[config.mk]
export PLATFORM = sky130hd
export DESIGN_NAME = vie_entry
export DESIGN_NICKNAME = d
export VERILOG_FILES = /design/src/hdl/vie_entry.v /design/src/hdl/vie_sync.v /design/src/hdl/vie_vec_arb.v
export VERILOG_INCLUDE_DIRS = /design/src /design/src/shared
export SDC_FILE = /design/constraint.sdc
export NUM_CORES = 1
export LEC_CHECK = 0
export ABC_AREA = 1
export BUFFER_PORTS_ARGS = -buffer_cell sky130_fd_sc_hd__buf_2
export CORE_UTILIZATION = 45
export DETAILED_ROUTE_END_ITERATION = 7
export HOLD_SLACK_MARGIN = 0.06
export PLACE_DENSITY_LB_ADDON = 0.15
export SLEW_MARGIN = 30
export SYNTH_ARGS = -nofsm -noshare
export SYNTH_HDL_FRONTEND = slang
export SYNTH_SLANG_ARGS = --single-unit
[constraint.sdc]
create_clock -name clock -period 2.9 [get_ports clock]
set_input_delay 0.145 -clock clock [delete_from_list [all_inputs] [get_ports clock]]
set_output_delay 0.145 -clock clock [all_outputs]
set_load 0.01 [all_outputs]
[src/shared/vie_regs.vh]
// register offsets, field positions and constants of the interrupt entry sequencer
`ifndef VIE_REGS_VH
`define VIE_REGS_VH

// wishbone byte offsets, one 32-bit word each
`define VIE_OFS_CTRL 8'h00
`define VIE_OFS_PAGE 8'h04
`define VIE_OFS_PC 8'h08
`define VIE_OFS_SSTK 8'h0C
`define VIE_OFS_LSTK 8'h10
`define VIE_OFS_STATUS 8'h14

// control register fields
`define VIE_CTRL_EN1 0
`define VIE_CTRL_EN2 1
`define VIE_CTRL_WIDE 2
`define VIE_CTRL_MIXED 3

// status register fields
`define VIE_STAT_BUSY 0
`define VIE_STAT_NMI 1
`define VIE_STAT_VEC_LSB 8
`define VIE_STAT_CNT_LSB 16

// reset values
`define VIE_RST_CTRL 4'h0
`define VIE_RST_BYTE 8'h00
`define VIE_RST_PC 24'h000000
`define VIE_RST_SSTK 16'h0000
`define VIE_RST_LSTK 24'h000000

// entry constants
`define VIE_NUM_SRC 48
`define VIE_PAGE_ZERO 8'h00
`define VIE_MARK_COMPAT 8'h00
`define VIE_MARK_WIDE 8'h01
`define VIE_NMI_TARGET 16'h0066

`endif

[src/hdl/vie_entry.v]
// vectored and non-maskable interrupt entry sequencer with wishbone registers
//
// Our own choices: register access over Wishbone and the register addresses.
`timescale 1ns/10ps
`include "vie_regs.vh"
module vie_entry (
    input wire clock,
    input wire reset_n,
    input wire [7:0] wb_adr_i,
    input wire [31:0] wb_dat_i,
    output reg [31:0] wb_dat_o,
    input wire [3:0] wb_sel_i,
    input wire wb_we_i,
    input wire wb_cyc_i,
    input wire wb_stb_i,
    output reg wb_ack_o,
    input wire [`VIE_NUM_SRC-1:0] srcReq,
    input wire nmi_n,
    output reg [23:0] memAddr,
    output reg [7:0] memWrData,
    output reg memWe,
    output reg memReq,
    input wire memAck,
    input wire [7:0] memRdData,
    output wire entryActive,
    output wire [23:0] effectivePc,
    output wire wideModeOut
);
    localparam ST_IDLE = 2'd0;
    localparam ST_PUSH = 2'd1;
    localparam ST_RDLO = 2'd2;
    localparam ST_RDHI = 2'd3;

    // architectural context
    reg interrupt_enable_flag_one_q;
    reg interrupt_enable_flag_two_q;
    reg wide_address_mode_bit_q;
    reg mixed_mode_flag_q;
    reg [7:0] page_base_byte_q;
    reg [7:0] intPage_q;
    reg [23:0] pc_q;
    reg [15:0] short_stack_pointer_q;
    reg [23:0] long_stack_pointer_q;

    // sequencer state
    reg [1:0] state_q;
    reg [31:0] pushBytes_q;
    reg [2:0] pushLeft_q;
    reg useLong_q;
    reg isNmi_q;
    reg [7:0] vec_q;
    reg [7:0] tableBase_q;
    reg [7:0] lowByte_q;
    reg nmiArmed_q;
    reg nmiTaken_q;
    reg [15:0] entryCnt_q;

    wire irqValid;
    wire [7:0] vectorLowBus;
    wire nmiSync;

    vie_vec_arb u_arb (
        .clock(clock),
        .reset_n(reset_n),
        .srcReq(srcReq),
        .irqValid(irqValid),
        .vectorLowBus(vectorLowBus)
    );

    vie_sync #(
        .RESET_VAL(1'b1)
    ) u_nmi_sync (
        .clock(clock),
        .reset_n(reset_n),
        .pinIn(nmi_n),
        .pinSync(nmiSync)
    );

    // request decode in idle; non-maskable first and never gated
    wire idle = (state_q == ST_IDLE);
    wire nmiReq = ~nmiSync & nmiArmed_q;
    wire takeNmi = idle & nmiReq;
    wire takeIrq = idle & ~nmiReq & irqValid & interrupt_enable_flag_one_q;
    wire accept = takeNmi | takeIrq;
    wire bothClear = ~wide_address_mode_bit_q & ~mixed_mode_flag_q;
    wire memDone = memReq & memAck;

    // bus slave decode
    wire wbReq = wb_cyc_i & wb_stb_i;
    wire wbWrite = wbReq & wb_we_i & wb_ack_o & idle;
    wire [31:0] wMask = {{8{wb_sel_i[3]}}, {8{wb_sel_i[2]}},
                         {8{wb_sel_i[1]}}, {8{wb_sel_i[0]}}};

    function [31:0] merge;
        input [31:0] oldVal;
        input [31:0] newVal;
        input [31:0] mask;
        begin
            merge = (oldVal & ~mask) | (newVal & mask);
        end
    endfunction

    wire [31:0] ctrlRd = {28'h0000000, mixed_mode_flag_q, wide_address_mode_bit_q,
                          interrupt_enable_flag_two_q, interrupt_enable_flag_one_q};
    wire [31:0] pageRd = {16'h0000, intPage_q, page_base_byte_q};
    wire [31:0] statRd = {entryCnt_q, lowByte_q, 6'h00, nmiTaken_q, ~idle};
    wire [31:0] ctrlNew = merge(ctrlRd, wb_dat_i, wMask);
    wire [31:0] pageNew = merge(pageRd, wb_dat_i, wMask);
    wire [31:0] pcNew = merge({8'h00, pc_q}, wb_dat_i, wMask);
    wire [31:0] spsNew = merge({16'h0000, short_stack_pointer_q}, wb_dat_i, wMask);
    wire [31:0] splNew = merge({8'h00, long_stack_pointer_q}, wb_dat_i, wMask);

    // read mux; unmapped offsets read zero
    reg [31:0] rdData;
    always @* begin
        case (wb_adr_i)
            `VIE_OFS_CTRL: rdData = ctrlRd;
            `VIE_OFS_PAGE: rdData = pageRd;
            `VIE_OFS_PC: rdData = {8'h00, pc_q};
            `VIE_OFS_SSTK: rdData = {16'h0000, short_stack_pointer_q};
            `VIE_OFS_LSTK: rdData = {8'h00, long_stack_pointer_q};
            `VIE_OFS_STATUS: rdData = statRd;
            default: rdData = 32'h00000000;
        endcase
    end

    // ack one cycle after the strobe, dropped the cycle after
    always @(posedge clock or negedge reset_n) begin
        if (!reset_n) begin
            wb_ack_o <= 1'b0;
            wb_dat_o <= 32'h00000000;
        end else begin
            wb_ack_o <= wbReq & ~wb_ack_o;
            wb_dat_o <= (wbReq & ~wb_ack_o) ? rdData : 32'h00000000;
        end
    end

    // byte order popped from the low end of the push list
    wire [31:0] wideList = {mixed_mode_flag_q ? `VIE_MARK_WIDE : 8'h00,
                            pc_q[7:0], pc_q[15:8], pc_q[23:16]};
    wire [31:0] shortList = {8'h00, mixed_mode_flag_q ? `VIE_MARK_COMPAT : 8'h00,
                             pc_q[7:0], pc_q[15:8]};
    wire [2:0] pushCount = (wide_address_mode_bit_q ? 3'd3 : 3'd2) +
                           (mixed_mode_flag_q ? 3'd1 : 3'd0);
    wire [15:0] spsDec = short_stack_pointer_q - 16'h0001;
    wire [23:0] splDec = long_stack_pointer_q - 24'h000001;

    // sequencer: context writes by software, hardware overrides
    always @(posedge clock or negedge reset_n) begin
        if (!reset_n) begin
            state_q <= ST_IDLE;
            interrupt_enable_flag_one_q <= 1'b0;
            interrupt_enable_flag_two_q <= 1'b0;
            wide_address_mode_bit_q <= 1'b0;
            mixed_mode_flag_q <= 1'b0;
            page_base_byte_q <= `VIE_RST_BYTE;
            intPage_q <= `VIE_RST_BYTE;
            pc_q <= `VIE_RST_PC;
            short_stack_pointer_q <= `VIE_RST_SSTK;
            long_stack_pointer_q <= `VIE_RST_LSTK;
            pushBytes_q <= 32'h00000000;
            pushLeft_q <= 3'd0;
            useLong_q <= 1'b0;
            isNmi_q <= 1'b0;
            vec_q <= 8'h00;
            tableBase_q <= 8'h00;
            lowByte_q <= 8'h00;
            nmiArmed_q <= 1'b1;
            nmiTaken_q <= 1'b0;
            entryCnt_q <= 16'h0000;
            memAddr <= 24'h000000;
            memWrData <= 8'h00;
            memWe <= 1'b0;
            memReq <= 1'b0;
        end else begin
            // software access, only while no entry runs
            if (wbWrite) begin
                case (wb_adr_i)
                    `VIE_OFS_CTRL: begin
                        interrupt_enable_flag_one_q <= ctrlNew[`VIE_CTRL_EN1];
                        interrupt_enable_flag_two_q <= ctrlNew[`VIE_CTRL_EN2];
                        wide_address_mode_bit_q <= ctrlNew[`VIE_CTRL_WIDE];
                        mixed_mode_flag_q <= ctrlNew[`VIE_CTRL_MIXED];
                    end
                    `VIE_OFS_PAGE: begin
                        page_base_byte_q <= pageNew[7:0];
                        intPage_q <= pageNew[15:8];
                    end
                    `VIE_OFS_PC: pc_q <= pcNew[23:0];
                    `VIE_OFS_SSTK: short_stack_pointer_q <= spsNew[15:0];
                    `VIE_OFS_LSTK: long_stack_pointer_q <= splNew[23:0];
                    default: ;
                endcase
            end
            // re-arm the pin only after it has gone high again
            if (nmiSync) begin
                nmiArmed_q <= 1'b1;
            end
            case (state_q)
                ST_IDLE: begin
                    if (accept) begin
                        state_q <= ST_PUSH;
                        useLong_q <= wide_address_mode_bit_q | mixed_mode_flag_q;
                        pushBytes_q <= wide_address_mode_bit_q ? wideList : shortList;
                        pushLeft_q <= pushCount;
                        tableBase_q <= bothClear ? page_base_byte_q : `VIE_PAGE_ZERO;
                        isNmi_q <= takeNmi;
                        nmiTaken_q <= takeNmi;
                        entryCnt_q <= entryCnt_q + 16'h0001;
                        interrupt_enable_flag_one_q <= 1'b0;
                        if (takeNmi) begin
                            nmiArmed_q <= 1'b0;
                        end else begin
                            vec_q <= vectorLowBus;
                            lowByte_q <= vectorLowBus;
                            interrupt_enable_flag_two_q <= 1'b0;
                        end
                    end
                end
                ST_PUSH: begin
                    if (!memReq) begin
                        // pre-decrement: stack grows downward
                        memReq <= 1'b1;
                        memWe <= 1'b1;
                        memWrData <= pushBytes_q[7:0];
                        memAddr <= useLong_q ? splDec
                                             : {page_base_byte_q, spsDec};
                    end else if (memAck) begin
                        memReq <= 1'b0;
                        memWe <= 1'b0;
                        pushBytes_q <= {8'h00, pushBytes_q[31:8]};
                        pushLeft_q <= pushLeft_q - 3'd1;
                        if (useLong_q) begin
                            long_stack_pointer_q <= splDec;
                        end else begin
                            short_stack_pointer_q <= spsDec;
                        end
                        if (pushLeft_q == 3'd1) begin
                            if (isNmi_q) begin
                                // fixed target, no table fetch
                                state_q <= ST_IDLE;
                                pc_q <= {`VIE_PAGE_ZERO, `VIE_NMI_TARGET};
                                if (mixed_mode_flag_q) begin
                                    wide_address_mode_bit_q <= 1'b1;
                                end
                            end else begin
                                state_q <= ST_RDLO;
                            end
                        end
                    end
                end
                ST_RDLO: begin
                    // low byte of the target sits at the lower address
                    if (!memReq) begin
                        memReq <= 1'b1;
                        memWe <= 1'b0;
                        memAddr <= {tableBase_q, intPage_q, vec_q};
                    end else if (memAck) begin
                        memReq <= 1'b0;
                        lowByte_q <= memRdData;
                        state_q <= ST_RDHI;
                    end
                end
                ST_RDHI: begin
                    if (!memReq) begin
                        memReq <= 1'b1;
                        memWe <= 1'b0;
                        memAddr <= {tableBase_q, intPage_q, vec_q + 8'h01};
                    end else if (memAck) begin
                        memReq <= 1'b0;
                        state_q <= ST_IDLE;
                        // upper byte is zero; short modes view it through the page base
                        pc_q <= {`VIE_PAGE_ZERO, memRdData, lowByte_q};
                        lowByte_q <= vec_q;
                        if (mixed_mode_flag_q) begin
                            wide_address_mode_bit_q <= 1'b1;
                        end else begin
                            wide_address_mode_bit_q <= wide_address_mode_bit_q;
                        end
                    end
                end
                default: state_q <= ST_IDLE;
            endcase
        end
    end

    // short modes see the program counter through the page base
    // registered, so it trails a context change by one cycle
    reg [23:0] effPc_q;
    always @(posedge clock or negedge reset_n) begin
        if (!reset_n) begin
            effPc_q <= `VIE_RST_PC;
        end else begin
            effPc_q <= wide_address_mode_bit_q ? pc_q
                                               : {page_base_byte_q, pc_q[15:0]};
        end
    end
    assign effectivePc = effPc_q;
    assign entryActive = ~idle;
    assign wideModeOut = wide_address_mode_bit_q;
endmodule // vie_entry

[src/hdl/vie_sync.v]
// two flip-flop synchroniser for an asynchronous pin
`timescale 1ns/10ps
module vie_sync #(
    parameter RESET_VAL = 1'b1
) (
    input wire clock,
    input wire reset_n,
    input wire pinIn,
    output wire pinSync
);
    reg meta_q;
    reg sync_q;

    // first stage feeds only the second stage
    always @(posedge clock or negedge reset_n) begin
        if (!reset_n) begin
            meta_q <= RESET_VAL;
            sync_q <= RESET_VAL;
        end else begin
            meta_q <= pinIn;
            sync_q <= meta_q;
        end
    end

    assign pinSync = sync_q;
endmodule // vie_sync

[src/hdl/vie_vec_arb.v]
// fixed priority resolver that drives the eight-bit vector bus
`timescale 1ns/10ps
`include "vie_regs.vh"
module vie_vec_arb (
    input wire clock,
    input wire reset_n,
    input wire [`VIE_NUM_SRC-1:0] srcReq,
    output reg irqValid,
    output reg [7:0] vectorLowBus
);
    wire [`VIE_NUM_SRC:0] seen;
    wire [7:0] pick [0:`VIE_NUM_SRC];

    assign seen[0] = 1'b0;
    assign pick[0] = 8'h00;

    // lowest index wins; its vector is twice its index
    genvar i;
    generate
        for (i = 0; i < `VIE_NUM_SRC; i = i + 1) begin : g_src
            localparam [31:0] OWN_W = i * 2;
            wire [7:0] own = OWN_W[7:0];
            assign seen[i+1] = seen[i] | srcReq[i];
            assign pick[i+1] = pick[i] | ((srcReq[i] & ~seen[i]) ? own : 8'h00);
        end
    endgenerate

    // valid and vector change together, both registered one cycle after the request, so the bus never lags the valid flag
    always @(posedge clock or negedge reset_n) begin
        if (!reset_n) begin
            irqValid <= 1'b0;
            vectorLowBus <= 8'h00;
        end else begin
            irqValid <= seen[`VIE_NUM_SRC];
            vectorLowBus <= pick[`VIE_NUM_SRC];
        end
    end
endmodule // vie_vec_arb

==> flow_summary.toml, run 1 <==
[cts]
insertion_delay_ns = 0.56
clock_sinks = 255
cts_tree = "done"
clk_pin_slew_ns = 0.05
clock_path_buffers = 3
cts_buffers = 28
h-tree-depth = 1
clock-root-buffer = "clkbuf_16"

[timing]
setup_viol = 0
report.final.hold_viol_count = 0
fin_crit_sh = 0.944
fmax_mhz = 365
fin_crit_ns = 2.74
max_slew_margin = 0.481
setup-tns-final_ns = 0
tightest_slew_ns = 0.779
skew_ns = 0.0242
fin_ws_ns = 0.162
slew_viol_final = 0

[global_routing]
grt_pass1_vias = 11700
grt_pass1_wl_um = 64600
grt_usage = 0.290
antenna_found_initial = 1
grt_max_degree = 100
gr-total-overflow = 0

[finish]
ff_latch_area_sq_um = 6380
num-nets-final = 1964
fill_cells = 2578
multi_input_area_sq_um = 5610
layout-drive-gt1-share = 0.189
n_antenna_cell = 0
areaGrowthSynthToFinish_pct = 25.4
fin_cells = 2250
post-route-util = 0.579

[placed_design]
io_buffers = 190
dp_hpwl_um = 30900
gp_congestion = 0.952
pre_cts_slack_ns = 0.326
dp.cells = 2130

[power_and_ir_drop]
p_comb_frac = 0.302
clock_power_share = 0.308
power_switching_w = 0.00479
p_int_w = 0.00835
seq_power_share = 0.390
ir_worst_vdd_uv = 603
power.density_nw_per_um2 = 809
p_leak_nw = 7.71
p_total_w = 0.0131
swShare = 0.364

[setup_path]
path_cells = "buf_2 > nor2_4 > nand2_2 > nor2_4 > buf_4 > nand4_4 > nor2_4 > nand4_4 > nor2_4 > nand4_4 > nor2_4 > buf_12 > nand3_1 > nand3_1 > nor2_1 > nand3_1 > dlygate4sd3_1 > nor2_1 > dlygate4sd3_1 > nand2_1"
slowest_stage = "dlygate4sd3_1"
cp_top_family = "simple AND/OR/NAND/NOR gates"
worst-path-max-fanout = 5
cp_common_cell = "nor2_4"
crit_type = "in2reg"
start_kind = "primary input"
rr_endpoint = "pc_q[14]"
critical_path_arrival_ns = 3.21
required_ns = 3.38
reg2regPathDepth = 10
crit_path_end_kind = "flip-flop"
cp_num_cells = 20
crit_buf_inv = 5
r2r_slack_ns = 0.17
max_stage_delay_ns = 0.55

[synthesis]
synth_area_sq_um = 12900
yosys_warnings = 0
synth_cell_types = 54
synthArstFlopShare = 1.00
synth_area_per_cell_sq_um = 8.18
synth.area.top_cells = "dfrtp_1, nand2_1, o21ai_0"
synth-edff-count = 0
synth_top_cell_by_area = "dfrtp_1"
yosys.area.top_type_share = 0.487
synth-main-ff-cell = "dfrtp_1"
ys_seq_area_frac = 0.493
ys_ff_latch = 255
syn-num-nets = 1697
synthCells = 1583

[drt]
drcViolationCount = 0
vias = 12200
avgViaCountPerCell = 5.44
drt_wl_total_um = 42100
first_iter_violations = 973
ant_nets = 0
wl_per_cell_um = 18.7
dr.pass1.iters = 6

[worst_hold_path]
hold_class = "in2reg"
hold_depth = 7
hold_end = "u_arb.vectorLowBus[3]"
hold_start = "srcReq[36]"

[floorplan]
ioPinCount = 200
rows = 61
design.core.area_sq_um = 28000
die_x_um = 172
die_h_um = 172
die-area_sq_um = 29400
start_util = 0.462

[job]
cap_violations = 0

[run_status]
status = "complete, no violations"
-- cell type report --
class,instances,share of cell area
sequential,255,0.393
multi-input combinational,1069,0.346
timing repair buffer,295,0.120
inverter,200,0.0467
clock buffer,35,0.0460
tap,378,0.0291
clock inverter,17,0.0189
timing repair inverter,1,0.000308
-- worst max-delay path by stage --
stage	to	slack, ns	start
after floorplan	memAddr[20]	0.66	long_stack_pointer_q[0]
final	u_arb.vectorLowBus[1]	0.16	srcReq[6]
after global placement	memAddr[19]	0.31	long_stack_pointer_q[2]
after global routing	u_arb.vectorLowBus[1]	-0.02	srcReq[8]
after detailed placement	memAddr[19]	0.33	long_stack_pointer_q[2]
after CTS	pc_q[14]	0.04	flip-flop
-- registers in the layout, indices dropped and copies added, names as in the netlist, 3 cells and up, named ones only --
| signal | flops |
|---|---|
| memAddr | 24 |
| lowByte_q | 8 |
| tableBase_q | 8 |
| pushLeft_q | 3 |
| wb_dat_o | 32 |
| memWrData | 8 |
| u_arb.vectorLowBus | 6 |
| effectivePc | 24 |
| pc_q | 24 |
| entryCnt_q | 16 |
| pushBytes_q | 25 |
| long_stack_pointer_q | 24 |
| short_stack_pointer_q | 16 |
| vec_q | 6 |
-- cells in the mapped netlist (all sizes together), types with 2 or more instances --
library cell,n
clkinv,2
o21bai,2
o31ai,8
xnor2,2
a31oi,12
a21oi,89
nor3,24
mux2,4
nand4,24
inv,198
o211ai,32
o22ai,28
nand3b,2
ha,7
o21ai,207
nor2,168
a41oi,4
dfrtp,252
a22o,2
or2,4
nor4,8
a221oi,11
o21a,3
a211oi,6
mux2i,2
nand2,319
o221ai,2
xor2,37
clkbuf,51
dfstp,3
buf,8
nand3,55
-- placed cells by master, fill, tap and decap left out, types with 32 or more instances in the layout --
master	synthesis	final
buf_2	4	189
inv_1	194	193
buf_4	0	45
nand3_1	51	50
dlygate4sd3_1	0	56
nand2_1	315	314
xor2_1	37	37
o211ai_1	32	32
nor2_1	149	146
a21oi_1	89	89
dfrtp_1	252	252
o21ai_0	200	200
-- cells by family (layout without fill, tap and decap cells) --
family,after synthesis,count (layout),synth area share
compound gates,412,412,0.180
xor+xnor,39,39,0.0264
fa+ha+maj,7,7,0.00677
buf+inv,259,548,0.0755
flops,255,255,0.493
mux,6,6,0.00503
simple gates,605,605,0.213
-- metal layers --
layer  share of wire  global-route usage  up-vias
met5               0                   0        -
met3           0.080              0.0481      112
met1            0.42               0.388     5743
met4           0.052               0.141        0
li1                -                   -     5815
met2            0.44               0.458      575
-- timing repair --
| action | 4_1_cts | 5_1_grt |
|---|---|---|
| resized for setup | 0 | 13 |
| hold endpoints to repair | 182 | 0 |
| setup buffers | 0 | 11 |
| hold buffers | 58 | 0 |
| setup endpoints to repair | 0 | 10 |
-- stage by stage --
stage	area (sq um)	hold slack, ns
2_1_floorplan	12900	-0.151
3_3_place_gp	14500	0.241
3_5_place_dp	14500	0.247
4_1_cts	16100	0.0685
5_1_grt	16200	0.135
6_report	16200	0.0777
-- worst min-delay path, stage by stage --
cell and delay (ns):
buf_2 0.09, nand3_1 0.08, nand2_1 0.07, nor2_1 0.03, nand2_1 0.06, nor2_1 0.04
nand3_1 0.07
-- power by group through the flow --
stage / clock, W / sequential, W / combinational, W
floorplan: 0 / 0.00504 / 0.00227
global route: 0.00422 / 0.00521 / 0.00443
global placement: 0 / 0.00514 / 0.00373
finish: 0.00405 / 0.00512 / 0.00397
CTS: 0.00410 / 0.00510 / 0.00392
detailed placement: 0 / 0.00515 / 0.00378
Note: power is estimated with default switching activity, not from simulation.
==> inputs of run 2 (changes only) <==
--- a/config.mk
+++ b/config.mk
@@ -8,7 +8,9 @@
 export LEC_CHECK = 0
 export ABC_AREA = 1
 export BUFFER_PORTS_ARGS = -buffer_cell sky130_fd_sc_hd__buf_2
-export CORE_UTILIZATION = 45
+export CELL_PAD_IN_SITES_DETAIL_PLACEMENT = 0
+export CELL_PAD_IN_SITES_GLOBAL_PLACEMENT = 1
+export CORE_UTILIZATION = 43
 export DETAILED_ROUTE_END_ITERATION = 7
 export HOLD_SLACK_MARGIN = 0.06
 export PLACE_DENSITY_LB_ADDON = 0.15
==> run 2 against run 1 <==
  * Sequential power about the same
  * Total power down 3.9%
  * Clock skew down 0.017 ns
  * Via count down 1.3%
  * Critical endpoint unchanged
  * Largest power group unchanged
==> flow_summary.toml, run 2 (synthesis gave the netlist of run 1 again) <==
[run_status]
status = "complete, no violations"

[finish]
multi_input_area_sq_um = 5610
top_register = "wb_dat_o"
final_common_cell = "nand2_1"
fill_cells = 2904
num-nets-final = 1957
fin_area_sq_um = 16000
post-route-util = 0.541
reg.largest.list = "wb_dat_o x32, pushBytes_q x25"
final_cell_mix = "nand2_1, dfrtp_1, o21ai_0"
n_antenna_cell = 0
layout-drive-gt1-share = 0.184
areaGrowthSynthToFinish_pct = 23.9
ff_latch_area_sq_um = 6380
largest_reg_flops = 32
fin_cells = 2254

[drt]
wl_per_cell_um = 19.1
first_iter_violations = 1009
avgViaCountPerCell = 5.36
drt_wl_total_um = 43000
dr.pass1.iters = 5
ant_nets = 0
vias = 12100
drcViolationCount = 0

[floorplan]
die-area_sq_um = 30800
start_util = 0.437
die_h_um = 175
ioPinCount = 200
rows = 63
die_x_um = 175
design.core.area_sq_um = 29600

[setup_path]
path_cells = "buf_2 > nor2_2 > nand2_2 > nor2_4 > nand4_2 > nor2_4 > nand4_4 > nor2_4 > nand4_4 > nor2_4 > nand4_4 > nor2_4 > nand4_1 > nand3_1 > dlygate4sd3_1 > nor2_1 > dlygate4sd3_1 > nand2_1"
critical_path_arrival_ns = 3.21
crit_path_end_kind = "flip-flop"
crit_buf_inv = 3
worst-path-max-fanout = 6
cp_common_cell = "nor2_4"
cp_top_family = "simple AND/OR/NAND/NOR gates"
required_ns = 3.38
reg2regPathDepth = 10
r2r_slack_ns = 0.24
crit_type = "in2reg"
max_stage_delay_ns = 0.55
start_kind = "primary input"
rr_endpoint = "pc_q[13]"
slowest_stage = "dlygate4sd3_1"

[job]
cap_violations = 0

[timing]
tightest_slew_ns = 0.763
hold_slack_ns = 0.0702
max_slew_margin = 0.492
slew_viol_final = 0
fin_crit_ns = 2.73
report.final.hold_viol_count = 0
setup-tns-final_ns = 0
setup_viol = 0
rsz0062_at_grt = "false"
skew_ns = 0.00746
fin_crit_sh = 0.942
fmax_mhz = 366

[placed_design]
dp_hpwl_um = 32000
gp_congestion = 0.916
io_buffers = 190
dp.cells = 2142
postPlaceCellArea_sq_um = 14500

[cts]
clk_pin_slew_ns = 0.06
insertion_delay_ns = 0.54
clock_sinks = 255
clock_path_buffers = 3
cts_buffers = 28
clock-root-buffer = "clkbuf_16"
cts_tree = "done"
h-tree-depth = 1

[global_routing]
antenna_found_initial = 0
grt_max_degree = 90
gr-total-overflow = 0
grt_usage = 0.281
grt_pass1_wl_um = 65700
grt_pass1_vias = 11500

[worst_hold_path]
hold_depth = 7
hold_start = "srcReq[36]"
hold_class = "in2reg"
hold_end = "u_arb.vectorLowBus[3]"

[power_and_ir_drop]
power.density_nw_per_um2 = 787
ir_worst_vdd_uv = 515
p_leak_nw = 7.63
-- run 2: cell types whose count changed in the layout (fill, tap and decap cells not counted), sizes merged --
cell | before | now
clkinv | 6 | 7
bufinv | 8 | 0
buf | 239 | 232
clkinvlp | 7 | 4
clkbuf | 35 | 44
-- run 2: report_power, final --
part | leakage, nW | total [W] | internal [W] | switching (W)
Clock | 0.453 | 0.00349 | 0.00205 | 0.00145
Sequential | 3.29 | 0.00510 | 0.00440 | 0.000699
Combinational | 3.88 | 0.00403 | 0.00140 | 0.00263
-- run 2: cell type report --
type | count | area share
Sequential cell | 255 | 0.398
Timing Repair inverter | 1 | 0.000312
Timing Repair Buffer | 288 | 0.117
Clock buffer | 44 | 0.0544
Inverter | 200 | 0.0473
Clock inverter | 7 | 0.00234
Tap cell | 390 | 0.0304
Multi-Input combinational cell | 1069 | 0.350
-- run 2: worst max path at each step --
stage | start | end | slack, ns | cells past startpoint
floorplan | long_stack_pointer_q[0] | memAddr[20] | 0.66 | 15
global placement | long_stack_pointer_q[2] | memAddr[19] | 0.29 | 14
detailed placement | long_stack_pointer_q[2] | memAddr[19] | 0.25 | 14
CTS | flip-flop | pc_q[10] | 0.02 | 10
global route | srcReq[1] | u_arb.vectorLowBus[1] | 0.005 | 18
finish | srcReq[2] | u_arb.vectorLowBus[1] | 0.17 | 18
-- run 2: metrics by stage --
step	power, W	worst slack (ns)
global route	0.0134	0.00457
finish	0.0126	0.168
detailed placement	0.00901	0.249
floorplan	0.00731	0.661
CTS	0.0127	0.0241
global placement	0.00896	0.291
-- run 2: per-layer routing --
| layer | GRT usage | wire length, um | vias to the layer above | part of all wire |
|---|---|---|---|---|
| met4 | 0.112 | 1770 | 0 | 0.041 |
| li1 | - | - | 5796 | - |
| met2 | 0.456 | 19700 | 460 | 0.46 |
| met1 | 0.382 | 18900 | 5739 | 0.44 |
| met3 | 0.0357 | 2580 | 94 | 0.060 |
| met5 | 0 | 0 | - | 0 |
-- run 2: what timing repair did --
item / in CTS / in global routing
gates resized for setup: 0 / 10
buffers inserted: 0 / 4
hold buffers: 57 / 0
endpoints found under the setup margin: 0 / 10
hold endpoints to repair: 172 / 0
-- run 2: worst min-delay path: stages --
cell,delay [ns]
buf_2,0.09
nand3_1,0.07
nand2_1,0.07
nor2_1,0.04
nand2_1,0.05
nor2_1,0.04
nand3_1,0.06
==> inputs of run 3 (changes only) <==
--- a/config.mk
+++ b/config.mk
@@ -12,6 +12,7 @@
 export CELL_PAD_IN_SITES_GLOBAL_PLACEMENT = 1
 export CORE_UTILIZATION = 43
 export DETAILED_ROUTE_END_ITERATION = 7
+export GPL_TIMING_DRIVEN = 0
 export HOLD_SLACK_MARGIN = 0.06
 export PLACE_DENSITY_LB_ADDON = 0.15
 export SLEW_MARGIN = 30
==> run 3 against run 2 <==
  * Clock power rose by 13%
  * Largest power group unchanged
  * Combinational power rose by 2%
  * Count of clock-buffer cells in the layout fell by 7
  * Critical path type is now reg2reg
  * Sequential share of layout area fell by 0.57 points
  * Clock skew rose by 0.015 ns
  * Sequential cell count did not move
  * Sequential power barely moved
  * Cell count rose by 1.5%
==> flow_summary.toml, run 3 (synthesis gave the netlist of run 1 again) <==
[drt]
highest_layer = "met4"
dr_wl_met2_um = 20300
routed-wl-met3_um = 3290
drcViolationCount = 0
vias = 12500
drt-met1-wl_um = 19800
wl_per_cell_um = 20.2
avgViaCountPerCell = 5.46
drt_wl_total_um = 46300
ant_nets = 0
dr.pass1.iters = 6
first_iter_violations = 1027

[timing]
skew_ns = 0.0222
tightest_slew_ns = 0.846
slew_viol_final = 0
rsz0062_at_grt = "true"
setup_viol = 0
max_slew_margin = 0.431
fmax_mhz = 358
fin_crit_ns = 2.79
fin_crit_sh = 0.963
report.final.hold_viol_count = 0

[job]
cap_violations = 0

[floorplan]
die-area_sq_um = 30800
die_x_um = 175
ioPinCount = 200
rows = 63
start_util = 0.437
design.core.area_sq_um = 29600
die_h_um = 175

[power_and_ir_drop]
p_total_w = 0.0132
p_leak_nw = 7.65
power.density_nw_per_um2 = 810
ir_worst_vdd_uv = 483

[setup_path]
worst-path-max-fanout = 4
crit_type = "reg2reg"
start_kind = "flip-flop"
slowest_stage = "dfrtp_1"
max_stage_delay_ns = 0.41
required_ns = 3.39
crit_path_end_kind = "flip-flop"
cp_num_cells = 15
critical_path_arrival_ns = 3.29
crit_buf_inv = 1
r2r_slack_ns = 0.11
crit_end = "memAddr[20]"
cp_top_family = "simple AND/OR/NAND/NOR gates"
reg2regPathDepth = 15
r2r_start = "long_stack_pointer_q[1]"
path_cells = "inv_2 > ha_2 > nand2_1 > nor2_4 > nand4_1 > nor4_2 > nand4_1 > nor2_1 > nand2_1 > nor2_1 > xor2_1 > nand2_1 > a21oi_2 > o21ai_1 > nand2_1"
cp_common_cell = "nand2_1"
startpoint = "long_stack_pointer_q[1]"
rr_endpoint = "memAddr[20]"

[worst_hold_path]
hold_class = "in2reg"

[global_routing]
grt_usage = 0.300
grt_pass1_wl_um = 69300
grt_max_degree = 84
gr-total-overflow = 0
antenna_found_initial = 0
grt_pass1_vias = 11900

[run_status]
status = "complete, no violations"

[cts]
cts_tree = "done"
cts_buffers = 29
h-tree-depth = 1
clock_sinks = 255
clock_path_buffers = 3
clock-root-buffer = "clkbuf_16"
insertion_delay_ns = 0.56
clk_pin_slew_ns = 0.06

[finish]
largest_reg_flops = 32
num-nets-final = 1989
areaGrowthSynthToFinish_pct = 25.7
final_cell_mix = "nand2_1, dfrtp_1, o21ai_0"
reg.largest.list = "wb_dat_o x32, pushBytes_q x25"
top_register = "wb_dat_o"
layout-drive-gt1-share = 0.181
fin_area_sq_um = 16300
n_antenna_cell = 0
final_common_cell = "nand2_1"

[placed_design]
dp_hpwl_um = 35200
io_buffers = 190
gp_congestion = 0.924
postPlaceCellArea_sq_um = 14500
-- run 3: worst min path at each step --
stage / depth (start not counted) / endpoint / from / slack (ns)
floorplan: 0 / asynchronous set/reset pin / reset_n / -0.15
global placement: 1 / u_nmi_sync.meta_q / nmi_n / 0.25
detailed placement: 1 / memWrData[3] / reset_n / 0.09
CTS: 5 / u_arb.vectorLowBus[4] / srcReq[45] / 0.06
global route: 5 / long_stack_pointer_q[19] / wb_sel_i[2] / 0.1
finish: 5 / u_arb.vectorLowBus[4] / srcReq[45] / 0.08
-- run 3: power breakdown --
part           switching [W]  internal [W]  total, W
combinational        0.00281       0.00131   0.00412
clock                0.00155       0.00239   0.00395
sequential          0.000723       0.00440   0.00513
total                0.00508       0.00811    0.0132
-- run 3: what timing repair did --
action / 4_1_cts / 5_1_grt
setup buffers: 0 / 14
pin swaps: 2 / 15
hold endpoints to repair: 282 / 0
setup endpoints to repair: 47 / 54
cloned: 0 / 0
hold buffers: 55 / 0
gates resized for setup: 8 / 29
-- run 3: stage by stage --
step | setup WS, ns | TNS, ns | cells | hold WS (ns) | util
2_1_floorplan | 0.661 | 0 | 1583 | -0.151 | -
3_3_place_gp | -3.03 | -767.16 | 2163 | 0.252 | 0.485
3_5_place_dp | -0.333 | -5.26 | 2166 | 0.0868 | 0.488
4_1_cts | 0.00854 | 0 | 2275 | 0.0605 | 0.543
5_1_grt | -0.197 | -0.227 | 2288 | 0.0957 | 0.549
6_report | 0.106 | 0 | 2288 | 0.0835 | 0.549
-- run 3: worst reg2reg max path, stage by stage (launching register included) --
cell and delay (ns):
dfrtp_1 0.41, inv_2 0.10, ha_2 0.20, nand2_1 0.13, nor2_4 0.15, nand4_1 0.13
nor4_2 0.33, nand4_1 0.25, nor2_1 0.18, nand2_1 0.07, nor2_1 0.11, xor2_1 0.23
nand2_1 0.10, a21oi_2 0.16, o21ai_1 0.09, nand2_1 0.08
-- run 3: routing by layer --
metal	GRT usage	up-vias
li1	-	5866
met1	0.403	5950
met4	0.168	0
met3	0.0444	133
met5	0	-
met2	0.465	539
-- run 3: cell type report --
class,count,area (sq um)
inverters,200,753
fillers,2900,13400
plain buffers,59,230
multi-input cells,1069,5690
clock buffers,37,796
well taps,390,488
repair buffers,261,1690
flip-flops and latches,255,6390
clock inverters,17,238
